--- src/lvdc_pkg.sv ---
package lvdc_pkg;

  // ********************************************************************
  // Register map (byte addresses on APB)
  // ********************************************************************
  localparam logic [15:0] ADDR_PORT12_DIR  = 16'hff2c;
  localparam logic [15:0] ADDR_CONTROL     = 16'hffbe;
  localparam logic [15:0] ADDR_THRESHOLD   = 16'hffbf;
  // Status view of the block's internal state, read only
  localparam logic [15:0] ADDR_STATUS      = 16'hffc0;

  // ********************************************************************
  // Field positions and reset values
  // ********************************************************************
  localparam int CTL_ENABLE_BIT  = 7;
  localparam int CTL_SOURCE_BIT  = 2;
  localparam int CTL_MODE_BIT    = 1;
  localparam int CTL_FLAG_BIT    = 0;
  localparam logic [7:0] CONTROL_RESET    = 8'h00;
  localparam logic [7:0] THRESHOLD_RESET  = 8'h00;
  localparam logic [7:0] PORT12_RESET     = 8'hff;
  localparam logic [7:0] PORT12_FIXED     = 8'hf8;
  localparam logic [3:0] EXT_LEVEL_CODE   = 4'hf;

  // ********************************************************************
  // Timing
  // ********************************************************************
  localparam int CLK_MHZ            = 250;
  localparam int STABILIZE_US       = 10;
  localparam int FLAG_DELAY_US      = 200;
  localparam int STABILIZE_CYCLES   = STABILIZE_US * CLK_MHZ;
  localparam int FLAG_DELAY_CYCLES  = FLAG_DELAY_US * CLK_MHZ;

  // ********************************************************************
  // Carriers
  // ********************************************************************
  typedef struct packed {
    logic       enable;
    logic       source_ext;
    logic       reset_mode;
    logic [3:0] level_code;
  } lvdc_cmp_ctrl_s;

  typedef enum logic [2:0] {
    LVDC_OFF    = 3'b001,
    LVDC_SETTLE = 3'b010,
    LVDC_ACTIVE = 3'b100
  } lvdc_state_e;

endpackage

--- src/lvdc_top.sv ---
// Added by the designer: register access over APB.
`timescale 1ns/10ps
// Contract
// - Control register at FFBE: enable b7, source b2, mode b1, flag b0, b6-3 zero.
// - Flag bit 0 is read-only; writes there are ignored.
// - Non-detector resets clear control; detector reset keeps enable, source, mode.
// - Enable 1 runs the comparator; 0 stops detection.
// - Source 0 selects supply rail comparison, 1 the external sense pin.
// - Interrupt mode raises the interrupt on falling below and on recovering.
// - Reset mode holds internal reset while below threshold, releases when above.
// - Flag reads 1 while below threshold, 0 when above or disabled.
// - Flag sets no sooner than 200 us after the voltage goes below.
// - Clearing enable while below in interrupt mode raises the interrupt.
// - Level code picks one of sixteen descending thresholds for the comparator.
// - Threshold register survives detector reset, cleared by every other reset.
// - External source uses a fixed threshold and ignores the level code.
// - Port direction register at FF2C resets to FF, bits 7-3 fixed at 1.
// - Direction bit 0 enables the output buffer, 1 disables it.
module lvdc_top
  import lvdc_pkg::*;
#(
  parameter int STAB_CYCLES  = lvdc_pkg::STABILIZE_CYCLES,
  parameter int DELAY_CYCLES = lvdc_pkg::FLAG_DELAY_CYCLES
) (
  input  wire logic                    pclk,
  input  wire logic                    presetn,
  input  wire logic                    detector_resetn,
  input  wire logic                    psel,
  input  wire logic                    penable,
  input  wire logic                    pwrite,
  input  wire logic [15:0]             paddr,
  input  wire logic [31:0]             pwdata,
  input  wire logic [3:0]              pstrb,
  output logic      [31:0]             prdata,
  output logic                         pready,
  output logic                         pslverr,
  input  wire logic                    cmp_supply_below,
  input  wire logic                    cmp_ext_below,
  output lvdc_pkg::lvdc_cmp_ctrl_s     cmp_ctrl,
  output logic                         detector_interrupt,
  output logic                         detector_irq_request_flag,
  input  wire logic                    irq_flag_clear,
  output logic                         internal_reset,
  output logic [2:0]                   port12_out_enable_n
);
  import lvdc_pkg::*;

  // ********************************************************************
  // Parameter checks
  // ********************************************************************
  initial begin
    if (STAB_CYCLES < 1 || DELAY_CYCLES < 1) begin
      $error("Timing counts must be at least one cycle");
    end
  end

  // ********************************************************************
  // Registers
  // ********************************************************************
  logic        enable_ff;
  logic        source_ff;
  logic        mode_ff;
  logic [3:0]  level_ff;
  logic [2:0]  dir_ff;
  logic [31:0] prdata_ff;
  logic        pready_ff;
  logic        pslverr_ff;
  logic [1:0]  sup_sync_ff;
  logic [1:0]  ext_sync_ff;
  logic        flag_d_ff;
  logic        irq_ff;
  logic        irq_flag_ff;
  logic        rst_ff;
  lvdc_cmp_ctrl_s cmp_ctrl_ff;
  lvdc_state_e state_ff;
  lvdc_state_e nxt_state;
  logic [31:0] stab_cnt_ff;

  logic        wr_en;
  logic        rd_en;
  logic        sel_raw;
  logic        below_flag;
  logic        settled;
  logic        flag_edge;

  function automatic logic addr_known(input logic [15:0] a);
    return (a == ADDR_CONTROL) || (a == ADDR_THRESHOLD) ||
           (a == ADDR_PORT12_DIR) || (a == ADDR_STATUS);
  endfunction

  // ********************************************************************
  // APB slave: zero wait states, error on unmapped addresses
  // ********************************************************************
  // Read data is captured in the setup cycle so it stands through the access cycle
  assign wr_en = psel && penable && pwrite && addr_known(paddr) && pstrb[0];
  assign rd_en = psel && !penable && !pwrite;

  always_ff @(posedge pclk or negedge presetn) begin
    if (!presetn) begin
      pready_ff  <= 1'b0;
      pslverr_ff <= 1'b0;
    end else begin
      pready_ff  <= psel && !penable;
      pslverr_ff <= psel && !penable && !addr_known(paddr);
    end
  end

  always_ff @(posedge pclk or negedge presetn) begin
    if (!presetn) begin
      prdata_ff <= 32'h0;
    end else if (rd_en) begin
      case (paddr)
        ADDR_CONTROL:    prdata_ff <= {24'h0, enable_ff, 4'h0, source_ff, mode_ff,
                                       below_flag};
        ADDR_THRESHOLD:  prdata_ff <= {28'h0, level_ff};
        ADDR_PORT12_DIR: prdata_ff <= {24'h0, PORT12_FIXED[7:3], dir_ff};
        ADDR_STATUS:     prdata_ff <= {27'h0, state_ff, rst_ff, irq_flag_ff};
        default:         prdata_ff <= 32'h0;
      endcase
    end else begin
      prdata_ff <= 32'h0;
    end
  end

  // Control bits survive a detector reset; only the general reset clears them
  always_ff @(posedge pclk or negedge presetn) begin
    if (!presetn) begin
      enable_ff <= CONTROL_RESET[CTL_ENABLE_BIT];
      source_ff <= CONTROL_RESET[CTL_SOURCE_BIT];
      mode_ff   <= CONTROL_RESET[CTL_MODE_BIT];
    end else if (wr_en && paddr == ADDR_CONTROL) begin
      enable_ff <= pwdata[CTL_ENABLE_BIT];
      source_ff <= pwdata[CTL_SOURCE_BIT];
      mode_ff   <= pwdata[CTL_MODE_BIT];
    end
  end

  always_ff @(posedge pclk or negedge presetn) begin
    if (!presetn) begin
      level_ff <= THRESHOLD_RESET[3:0];
    end else if (wr_en && paddr == ADDR_THRESHOLD) begin
      level_ff <= pwdata[3:0];
    end
  end

  // Direction is cleared by the general reset and by a detector reset alike
  always_ff @(posedge pclk or negedge presetn) begin
    if (!presetn) begin
      dir_ff <= PORT12_RESET[2:0];
    end else if (!detector_resetn) begin
      dir_ff <= PORT12_RESET[2:0];
    end else if (wr_en && paddr == ADDR_PORT12_DIR) begin
      dir_ff <= pwdata[2:0];
    end
  end

  always_ff @(posedge pclk or negedge presetn) begin
    if (!presetn) begin
      port12_out_enable_n <= PORT12_RESET[2:0];
    end else begin
      port12_out_enable_n <= dir_ff;
    end
  end

  // ********************************************************************
  // Comparator control and synchronisers
  // ********************************************************************
  always_ff @(posedge pclk or negedge presetn) begin
    if (!presetn) begin
      cmp_ctrl_ff <= '0;
    end else begin
      cmp_ctrl_ff.enable     <= enable_ff;
      cmp_ctrl_ff.source_ext <= source_ff;
      cmp_ctrl_ff.reset_mode <= mode_ff;
      // Fixed external reference makes the code irrelevant there
      cmp_ctrl_ff.level_code <= source_ff ? EXT_LEVEL_CODE : level_ff;
    end
  end

  always_ff @(posedge pclk or negedge presetn) begin
    if (!presetn) begin
      sup_sync_ff <= 2'b00;
      ext_sync_ff <= 2'b00;
    end else begin
      sup_sync_ff <= {sup_sync_ff[0], cmp_supply_below};
      ext_sync_ff <= {ext_sync_ff[0], cmp_ext_below};
    end
  end

  assign sel_raw = source_ff ? ext_sync_ff[1] : sup_sync_ff[1];

  // ********************************************************************
  // Enable sequencing: results ignored until the comparator settles
  // ********************************************************************
  always_comb begin
    nxt_state = state_ff;
    case (state_ff)
      LVDC_OFF:    nxt_state = enable_ff ? LVDC_SETTLE : LVDC_OFF;
      LVDC_SETTLE: begin
        if (!enable_ff) begin
          nxt_state = LVDC_OFF;
        end else if (stab_cnt_ff >= 32'(STAB_CYCLES - 1)) begin
          nxt_state = LVDC_ACTIVE;
        end
      end
      LVDC_ACTIVE: nxt_state = enable_ff ? LVDC_ACTIVE : LVDC_OFF;
      default:     nxt_state = LVDC_OFF;
    endcase
  end

  always_ff @(posedge pclk or negedge presetn) begin
    if (!presetn) begin
      state_ff    <= LVDC_OFF;
      stab_cnt_ff <= 32'h0;
    end else begin
      state_ff    <= nxt_state;
      stab_cnt_ff <= (state_ff == LVDC_SETTLE) ? stab_cnt_ff + 32'h1 : 32'h0;
    end
  end

  assign settled = (state_ff == LVDC_ACTIVE);

  lvdc_filter #(
    .DELAY_CYCLES (DELAY_CYCLES)
  ) lvdc_filter_i (
    .pclk      (pclk),
    .presetn   (presetn),
    .run       (settled && enable_ff),
    .below_in  (sel_raw),
    .below_out (below_flag)
  );

  // ********************************************************************
  // Interrupt and reset generation
  // ********************************************************************
  always_ff @(posedge pclk or negedge presetn) begin
    if (!presetn) begin
      flag_d_ff <= 1'b0;
    end else begin
      flag_d_ff <= below_flag;
    end
  end

  // Any flag change in interrupt mode is one event: a pulse and a sticky request
  assign flag_edge = !mode_ff && (below_flag != flag_d_ff);

  // Dropping enable while below reads as a recovery edge, so it interrupts too
  always_ff @(posedge pclk or negedge presetn) begin
    if (!presetn) begin
      irq_ff <= 1'b0;
    end else begin
      irq_ff <= flag_edge;
    end
  end

  // Set wins over a clear in the same cycle
  always_ff @(posedge pclk or negedge presetn) begin
    if (!presetn) begin
      irq_flag_ff <= 1'b0;
    end else if (flag_edge) begin
      irq_flag_ff <= 1'b1;
    end else if (irq_flag_clear) begin
      irq_flag_ff <= 1'b0;
    end
  end

  always_ff @(posedge pclk or negedge presetn) begin
    if (!presetn) begin
      rst_ff <= 1'b0;
    end else begin
      rst_ff <= mode_ff && enable_ff && below_flag;
    end
  end

  assign prdata                    = prdata_ff;
  assign pready                    = pready_ff;
  assign pslverr                   = pslverr_ff;
  assign cmp_ctrl                  = cmp_ctrl_ff;
  assign detector_interrupt        = irq_ff;
  assign detector_irq_request_flag = irq_flag_ff;
  assign internal_reset            = rst_ff;
endmodule

--- src/lvdc_filter.sv ---
`timescale 1ns/10ps
module lvdc_filter #(
  parameter int DELAY_CYCLES = 50000
) (
  input  wire logic pclk,
  input  wire logic presetn,
  input  wire logic run,
  input  wire logic below_in,
  output logic      below_out
);

  logic [31:0] cnt_ff;
  logic        below_ff;

  initial begin
    if (DELAY_CYCLES < 1) begin
      $error("DELAY_CYCLES must be at least one");
    end
  end

  // Setting waits a full delay of continuous low; clearing is immediate
  always_ff @(posedge pclk or negedge presetn) begin
    if (!presetn) begin
      cnt_ff   <= 32'h0;
      below_ff <= 1'b0;
    end else if (!run || !below_in) begin
      cnt_ff   <= 32'h0;
      below_ff <= 1'b0;
    end else if (cnt_ff >= 32'(DELAY_CYCLES - 1)) begin
      below_ff <= 1'b1;
    end else begin
      cnt_ff <= cnt_ff + 32'h1;
    end
  end

  assign below_out = below_ff;

endmodule

--- config.mk ---
export PLATFORM = sky130hd
export DESIGN_NAME = lvdc_top
export DESIGN_NICKNAME = d
export VERILOG_FILES = /design/src/lvdc_pkg.sv /design/src/lvdc_top.sv /design/src/lvdc_filter.sv
export SDC_FILE = /design/constraint.sdc
export NUM_CORES = 1
export LEC_CHECK = 0
export BUFFER_PORTS_ARGS = -buffer_cell sky130_fd_sc_hd__buf_2
export CAP_MARGIN = 20
export CORE_ASPECT_RATIO = 1.5
export CORE_MARGIN = 2
export CORE_UTILIZATION = 50
export DETAILED_ROUTE_END_ITERATION = 6
export PLACE_DENSITY_LB_ADDON = 0.1
export SKIP_CTS_REPAIR_TIMING = 1
export SYNTH_ARGS = -nofsm -noshare
export SYNTH_HDL_FRONTEND = slang
export SYNTH_SLANG_ARGS = --single-unit
--- constraint.sdc ---
create_clock -name pclk -period 2.8 [get_ports pclk]
set_input_delay 0.14 -clock pclk [delete_from_list [all_inputs] [get_ports pclk]]
set_output_delay 0.14 -clock pclk [all_outputs]
set_load 0.005 [all_outputs]
After elaboration in Yosys (flattened, before gate mapping)
Cells that the tools add are included.
{"block": "op_classes", "n_addsub": 2, "order_cmp": 2, "eq_ne": 11, "n_mux": 18, "n_reduce_logical": 26}
{"cell": "two-way mux 32 bit", "count": 4}
{"cell": "adder 32 x 1 -> 32 bit (second input constant)", "count": 2}
{"cell": "== test 16 bit (second input constant)", "count": 4}
{"cell": ">= comparator 32 x 12 -> 1 bit (second input constant)", "count": 1}
{"cell": ">= comparator 32 x 16 -> 1 bit (second input constant)", "count": 1}
{"cell": "case mux 8 bit (4 select lines)", "count": 1}
{"cell": "two-way mux 3 bit", "count": 5}
{"cell": "logical AND 1 bit", "count": 14}
{"cell": "case mux 3 bit (3 select lines)", "count": 1}
{"cell": "logical NOT 1 bit", "count": 6}
{"cell": "two-way mux 1 bit", "count": 5}
{"cell": "logical OR 1 bit", "count": 4}
{"cell": "two-way mux 4 bit", "count": 1}
{"cell": "!= test 2 x 1 -> 1 bit (second input constant)", "count": 2}
{"cell": "nonzero test 2 bit", "count": 2}
{"cell": "== test 3 x 1 -> 1 bit (second input constant)", "count": 1}
{"cell": "== test 3 x 2 -> 1 bit (second input constant)", "count": 1}
{"cell": "== test 3 bit (second input constant)", "count": 1}
{"cell": "!= test 3 bit (second input constant)", "count": 1}
{"cell": "two-way mux 2 bit", "count": 1}
{"cell": "!= test 1 bit", "count": 1}
{"block": "totals", "reg_bits": 130, "input_bits": 61, "out_inout_bits": 47, "word_cells": 82}

Logic depth before layout (Yosys ltp)
Gate-level depths: netlist (run 1).
{"block": "depth", "depth_word": 9, "mapped_depth": 7, "depth_no_buf": 6}

Hierarchy
From an unflattened synthesis (run 1), not the netlist that was laid out.
{"block": "unflattened", "hier_cells": 492, "area_unflattened_um2": 5094.9}
{"mod": "lvdc_top", "n_inst": 1, "cells_each": 341, "area_per_inst_um2": 3527.1, "seq_area_each_um2": 1810.5}
{"mod": "lvdc_filter", "n_inst": 1, "cells_each": 151, "area_per_inst_um2": 1567.8, "seq_area_each_um2": 825.8}

Worst setup path after synthesis (run 1)
OpenSTA, ideal clock, no wires.
{"block": "synth_path", "kind": "reg-to-reg", "start": "reg lvdc_filter_i.cnt_ff[12]", "end": "reg lvdc_filter_i.cnt_ff[11]", "setup_time_ns": 0.078, "arrival_ns": 1.871, "required_ns": 2.722, "setup_slack_ns": 0.851, "path_stages_with_launch": 6, "n_path_buf": 0, "synth_period_minus_slack_ns": 1.949, "path_cell_list": "dfrtp_1 -> or4_1 -> a311oi_1 -> nand4_1 -> or3_1 -> a21oi_1"}
{"block": "synth_between", "elab_chain_cells": 2}
{"item": "from (decl)", "line": "lvdc_filter.sv:12", "text": "logic [31:0] cnt_ff;"}
{"item": "from (signal assigned)", "line": "lvdc_filter.sv:32", "text": "cnt_ff <= cnt_ff + 32'h1;"}
{"item": ">= comparator 32 x 16 -> 1 bit", "line": "lvdc_filter.sv:29", "text": "end else if (cnt_ff >= 32'(DELAY_CYCLES - 1)) begin"}
{"item": "!= test 2 x 1 -> 1 bit (no source line)"}
No other way between the ends.
A chain may end at the register's enable or synchronous reset.

Worst setup path after layout (run 1)
{"block": "layout_path", "start": "reg lvdc_filter_i.cnt_ff[26]", "end": "reg lvdc_filter_i.cnt_ff[14]"}
The elaborated chain is that of the path after synthesis.

==> qor.txt, run 1 <==
status - completed
number of synthesized flops with an enable pin - 0
register bit total from synthesis - 105
Max-cap violations - 0
# IOs - 108
CTS Buffer Depth - 2
Post-synth top flop - dfrtp_1
CP required - 3.06 ns
max frequency - 0.429 GHz
Yosys cell types - 47
Post-Route WL - 9.50 mm
Die Width - 83.9 um
fin crit share - 83.3%
Avg Cell Area, Syn - 10.6 um^2
number of global-route vias before repair - 3356
RD Place Congestion - 0.768
Clock power frac - 41.0%
commonest non-fill, non-tap cell in the layout - dfrtp_1
layout cells sized above 1 - 20.1%
TritonCTS clock tree - built
clk_lat worst skew - 0.34 ns
Worst setup SP type - flop
placed wire-length estimate - 6.60 mm
register area share after synthesis - 55.1%
Synth area leader - dfrtp_1
n_diodes - 0
worst setup path endpoint - lvdc_filter_i.cnt_ff[14]
most frequent cells in the layout - 98 x dfrtp_1, 52 x buf_2, 49 x nor2_1, 27 x nand3_1, 24 x conb_1
Slew Limit Fails - 0
Worst Setup SP - lvdc_filter_i.cnt_ff[26]
final hold violation count - 0
via count - 3538
Synth area leaders - dfrtp_1 51%, xor2_1 4.0%, buf_4 3.9%, dfstp_2 3.8%, nor2_1 3.8%
Total GRT Usage - 19.0%
dpl cell area - 5130 um^2
Total Neg Setup Slack - 0 ns
Logic pwr share - 3.1%
Sw Ratio - 20.6%
global route overflow - 0
drt via density - 5.62
Crit Path Category - reg -> reg
r2r setup slk - 0.47 ns
DRC - 0
NetSw - 0.000562 W
# setup viols final - 0
yosys warns - 0
full die area - 10400 um^2
initial antenna violation count - 0
Worst-path clk slew - 0.06 ns
internal power - 0.00216 W
Design Area, Final - 5430 um^2
Core Rows - 43
R2R cell count - 5
worst ir drop on vdd - 0.350 mV
crit path max fanout - 15
top cell type's share of synthesized area - 51.3%
crit end category - flop
Initial Util - 51.7%
Routed Antenna Nets - 0
core area - 9250 um^2
DRT iter0 DRCs - 131
Root Buffer - clkbuf_16
synthesized cell area - 4780 um^2
placed cells - 612
Cells after Synth - 451
FFs w/ async S/R, synth - 100%
Final #Nets - 579
Critical R2R Launch - lvdc_filter_i.cnt_ff[26]
clk_skew - 0.00972 ns
routed length per placed instance - 15.1 um
TritonCTS buffer count - 9
CTS H-tree depth - 3
Pre-antenna DRT Iters - 6
IO Port Bufs - 53
worst-margin pin slew - 0.697 ns
Max-slew headroom - 53.4%
worst hold path type - in -> reg
Die Y-Extent - 124 um
Final Non-Filler Cells - 630
CP Data Arrival Time - 2.59 ns
largest net degree at the start of global routing - 56
Leak - 2.54 nW
CTS Sinks - 105
worst reg2reg path endpoint - lvdc_filter_i.cnt_ff[14]
fraction of power consumed by sequential logic - 55.9%
power per cell area - 501 nW/um^2
global-route wire length before repair - 15.8 mm
area grow syn2layout - 13.5%
Final Critical Period - 2.33 ns
RSZ-0062 raised after global routing - false
power groups by stage:
| stage | combinational [W] | clock (W) | sequential, W |
|---|---|---|---|
| after CTS | 0.0000821 | 0.00114 | 0.00152 |
| after detailed placement | 0.0000823 | 0 | 0.00155 |
| after floorplan | 0.0000446 | 0 | 0.00155 |
| after global routing | 0.0000994 | 0.00118 | 0.00152 |
| final | 0.0000857 | 0.00112 | 0.00152 |
| after global placement | 0.0000806 | 0 | 0.00155 |
cell families after synthesis:
logic type | after synthesis | synth area share, %
AO/OA/AOI/OAI | 50 | 6.49
XOR/XNOR | 31 | 5.67
adder cells (fa/ha/maj) | 2 | 0.523
buffers and inverters | 47 | 5.83
flip-flops | 105 | 55.1
multiplexers | 14 | 3.22
other | 1 | 0.0784
AND/OR/NAND/NOR | 201 | 23.1
synthesized netlist by cell type (all sizes together) (2+ instances only):
master and number:
nor4b 2, o21ai 10, a222oi 3, a21oi 20
and4 4, dfrtp 98, dfstp 7, nand3 27
xnor2 9, nand2b 2, nor2 49, buf 28
xor2 22, nand4 20, or4 13, ha 2
mux2i 3, or2 6, mux2 11, and3 20
clkbuf 9, inv 10, nor3 8, o31ai 8
a31oi 2, nor4 10, or3 12, and2 3
nand2 20
critical path, stage by stage (launching register included):
cell	delay, ns
dfrtp_1	0.38
or4_1	0.54
nor2_1	0.19
nand3_1	0.37
or4_1	0.62
a21oi_1	0.15
flip-flops by register name, summed over array words and instances (netlist names):
name / flops
cmp_ctrl: 7
detector_interrupt: 1
detector_irq_request_flag: 1
dir_ff: 3
enable_ff: 1
ext_sync_ff: 2
flag_d_ff: 1
internal_reset: 1
level_ff: 4
lvdc_filter_i.below_out: 1
lvdc_filter_i.cnt_ff: 32
mode_ff: 1
port12_out_enable_n: 3
prdata: 7
pready: 1
pslverr: 1
source_ff: 1
stab_cnt_ff: 32
state_ff: 3
sup_sync_ff: 2
per-layer routing:
metal	global-route usage, %	part of all wire (%)	wire [um]	vias up
met5	0	0	0	-
met3	3.38	3.1	298	17
li1	-	-	-	1697
met1	22.6	42	4010	1756
met4	7.26	1.9	176	0
met2	34.3	53	5010	68
worst min path at each step:
stage,depth (start not counted),start,to,slack [ns]
3_3_place_gp,1,presetn,lvdc_filter_i.cnt_ff[9],0.22
4_1_cts,1,presetn,lvdc_filter_i.cnt_ff[9],-0.13
5_1_grt,2,irq_flag_clear,detector_irq_request_flag,0.01
6_report,2,irq_flag_clear,detector_irq_request_flag,0.008
3_5_place_dp,1,presetn,lvdc_filter_i.cnt_ff[9],0.24
2_1_floorplan,0,presetn,cmp_ctrl[0],-0.16
layout make-up:
cell class                      instances  area [um^2]
Fill cell                             815         3820
Clock inverter                          1         5.00
Sequential cell                       105         2640
Timing Repair Buffer                   68          405
Multi-Input combinational cell        322         1960
Clock buffer                           12          246
Inverter                               10         37.5
Tap cell                              112          140
through the flow:
stage          setup WS (ns)  hold WS [ns]  utilization, %  total power [W]
6_report               0.468       0.00762            58.7          0.00272
4_1_cts                0.457        -0.135            58.2          0.00275
2_1_floorplan          0.851        -0.156               -          0.00160
3_5_place_dp           0.467         0.237            55.4          0.00163
5_1_grt                0.322        0.0123            58.7          0.00281
3_3_place_gp           0.520         0.224            55.4          0.00163
Power figures use the tool's default switching activity.
==> run 2: changes to the inputs <==
Settings changed: ABC_AREA from default to 1.
Clock period 2.8 ns to 2.2 ns, I/O delays scaled along.
==> qor.txt, run 2 <==
IO Port Bufs - 53 (unchanged)
area of the multi-input gates - 2310 um^2 (was 1960 um^2)
largest net degree at the start of global routing - 106 (was 56)
Crit Path Category - reg -> reg (unchanged)
register area - 2640 um^2 (unchanged)
final hold violation count - 1 (was 0)
Leak - 2.85 nW (was 2.54 nW)
RSZ-0062 raised after global routing - false (unchanged)
routed length per placed instance - 12.5 um (was 15.1 um)
worst slack, placed - 0.450 ns (was 0.467 ns)
Total Power - 0.00365 W (was 0.00272 W)
Final Critical Period - 1.74 ns (was 2.33 ns)
CTS H-tree depth - 3 (unchanged)
Final Non-Filler Cells - 905 (was 630)
CTS Sinks - 105 (unchanged)
RD Place Congestion - 0.910 (was 0.768)
full die area - 11600 um^2 (was 10400 um^2)
DRT iter0 DRCs - 322 (was 131)
number of synthesized flops with an enable pin - 0 (unchanged)
Post-synth top flop - dfrtp_1 (unchanged)
Core Rows - 46 (was 43)
max incr delay on CP - 0.42 ns (was 0.62 ns)
Synth area leaders - dfrtp_1 46%, nand2_1 13%, nor2_1 9.4%, inv_1 4.7%, nand3_1 4.7% (was dfrtp_1 51%, xor2_1 4.0%, buf_4 3.9%, dfstp_2 3.8%, nor2_1 3.8%)
top cell type's share of synthesized area - 45.6% (was 51.3%)
# IOs - 108 (unchanged)
CTS Buffer Depth - 2 (unchanged)
Worst setup SP type - flop (unchanged)
failing checks - hold timing
grt met2 use - 36.7% (was 34.3%)
n_diodes - 0 (unchanged)
via count - 4428 (was 3538)
largest registers - lvdc_filter_i.cnt_ff x32, stab_cnt_ff x32 (unchanged)
Final #Nets - 819 (was 579)
# setup viols final - 0 (unchanged)
GR Util met3 - 4.46% (was 3.38%)
Clock power frac - 44.0% (was 41.0%)
placed wire-length estimate - 8.22 mm (was 6.60 mm)
power per cell area - 602 nW/um^2 (was 501 nW/um^2)
Sw Ratio - 23.8% (was 20.6%)
register bit total from synthesis - 105 (unchanged)
Synth area leader - dfrtp_1 (unchanged)
worst ir drop on vdd - 0.361 mV (was 0.350 mV)
number of global-route vias before repair - 4259 (was 3356)
Post-Route WL - 11.3 mm (was 9.50 mm)
initial antenna violation count - 0 (unchanged)
register area share after synthesis - 49.0% (was 55.1%)
CP cell instances - ha_1 > nand3_2 > nand2_1 > nand2_1 > nand2_1 > nand2_1 > nand3_4 > nand2_4 > nand2_1 > nand2_1 (was or4_1 > nor2_1 > nand3_1 > or4_1 > a21oi_1)
drt via density - 4.89 (was 5.62)
status - finished with violations (was completed)
fraction of power consumed by sequential logic - 53.0% (was 55.9%)
TritonCTS clock tree - built (unchanged)
Initial Util - 51.1% (was 51.7%)
commonest non-fill, non-tap cell in the layout - nand2_1 (was dfrtp_1)
Slew Limit Fails - 0 (unchanged)
Max-cap violations - 0 (unchanged)
Worst Hold Margin - -0.0124 ns (was 0.00762 ns)
layout cells sized above 1 - 12.5% (was 20.1%)
Max-slew headroom - 52.2% (was 53.4%)
fillers - 1020 (was 815)
global route overflow - 0 (unchanged)
NetSw - 0.000870 W (was 0.000562 W)
most frequent cells in the layout - 183 x nand2_1, 134 x nor2_1, 98 x dfrtp_1, 67 x inv_1, 52 x buf_2 (was 98 x dfrtp_1, 52 x buf_2, 49 x nor2_1, 27 x nand3_1, 24 x conb_1)
area grow syn2layout - 12.7% (was 13.5%)
Avg Cell Area, Syn - 7.73 um^2 (was 10.6 um^2)
Logic pwr share - 3.0% (was 3.1%)
fin crit share - 78.9% (was 83.3%)
Yosys cell types - 37 (was 47)
Pre-antenna DRT Iters - 5 (was 6)
core area - 10500 um^2 (was 9250 um^2)
global-route wire length before repair - 19.1 mm (was 15.8 mm)
DRC - 0 (unchanged)
crit path max fanout - 18 (was 15)
clk_skew - 0.0107 ns (was 0.00972 ns)
yosys warns - 0 (unchanged)
Root Buffer - clkbuf_16 (unchanged)
worst setup margin - 0.463 ns (was 0.468 ns)
max frequency - 0.576 GHz (was 0.429 GHz)
busiest grt layer - met2 (unchanged)
worst hold path type - in -> reg (unchanged)
worst-margin pin slew - 0.717 ns (was 0.697 ns)
Die Y-Extent - 131 um (was 124 um)
synthesized cell area - 5380 um^2 (was 4780 um^2)
CP max stage cell - dfrtp_1 (was or4_1)
CP required - 2.49 ns (was 3.06 ns)
Die Width - 88.7 um (was 83.9 um)
crit end category - flop (unchanged)
Total Neg Setup Slack - 0 ns (unchanged)
count leader, synth - nand2_1 (was dfrtp_1)
TritonCTS buffer count - 9 (unchanged)
Cells after Synth - 696 (was 451)
clk_lat worst skew - 0.35 ns (was 0.34 ns)
internal power - 0.00278 W (was 0.00216 W)
Routed Antenna Nets - 0 (unchanged)
FFs w/ async S/R, synth - 100% (unchanged)
CP Data Arrival Time - 2.02 ns (was 2.59 ns)
grt met1 use - 25.2% (was 22.6%)
placed cells - 883 (was 612)
Total GRT Usage - 20.9% (was 19.0%)
Worst-path clk slew - 0.07 ns (was 0.06 ns)
CP most frequent cell - nand2_1 (was or4_1)
most frequent cells after synthesis - 183 x nand2_1, 134 x nor2_1, 98 x dfrtp_1, 67 x inv_1, 50 x nand3_1 (was 98 x dfrtp_1, 49 x nor2_1, 27 x nand3_1, 25 x buf_4, 22 x xor2_1)
-- run 2: cell types whose count changed in the layout (fill, tap and decap cells not counted), moves of 11 or more --
cell     before  now
and3_1       20    0
inv_1        10   67
mux2_2       11    0
nand2_1      20  183
nand3_1      27   50
nor2_1       49  134
nor3_1        8   20
or3_1        11    0
or4_1        13    0
-- run 2: final timing paths --
path	start	endpoint	slack, ns	cells past startpoint
worst max-delay path	lvdc_filter_i.cnt_ff[0]	lvdc_filter_i.cnt_ff[13]	0.46	10
worst min-delay path	psel	pready	-0.01	3
worst max register to register	lvdc_filter_i.cnt_ff[0]	lvdc_filter_i.cnt_ff[13]	0.46	10
worst min register to register	sup_sync_ff[0]	sup_sync_ff[1]	0.36	0
max in group asynchronous	presetn	stab_cnt_ff[7]	1.41	3
min in group asynchronous	presetn	pslverr	0.36	3
-- run 2: cells by family after synthesis --
kind of cell	after synthesis	share of synthesized area (%)
xor gates and xnor gates	22	3.58
and+or+nand+nor	424	33.7
AOI/OAI and AO/OA	36	3.61
other	1	0.0697
adders and majority gates	2	0.465
buffers and inverters	106	9.61
DFF	105	49.0
-- run 2: layout make-up --
type	count	share of cell area, %
clock buffer	9	3.71
multi-input combinational	508	38.1
inverter	69	4.27
clock inverter	7	1.34
sequential	105	43.5
timing repair buffer	63	6.11
tap	144	2.97
-- run 2: worst max-delay path, delay by kind of cell, from the launching register on --
kind,cells,cell delay (ns)
simple gates,9,0.98
fa+ha+maj,1,0.27
flops,1,0.42
-- run 2: metal layers --
metal  share of wire, %  vias up
li1                   -     2257
met1                 43     2065
met2                 52       91
met3                3.4       15
met4                1.5        0
met5                  0        -
-- run 2: per-stage QoR --
stage	utilization, %	cell area, um^2
after floorplan	-	5470
after global placement	54.1	5700
after detailed placement	54.1	5700
after CTS	57.0	6000
after global routing	57.6	6060
final	57.6	6060
-- run 2: power by group through the flow --
stage | Combinational (W) | Sequential [W] | Clock [W]
after floorplan | 0.0000538 | 0.00197 | 0
after global placement | 0.000101 | 0.00197 | 0
after detailed placement | 0.000103 | 0.00197 | 0
after CTS | 0.000103 | 0.00194 | 0.00165
after global routing | 0.000129 | 0.00194 | 0.00173
final | 0.000110 | 0.00194 | 0.00161
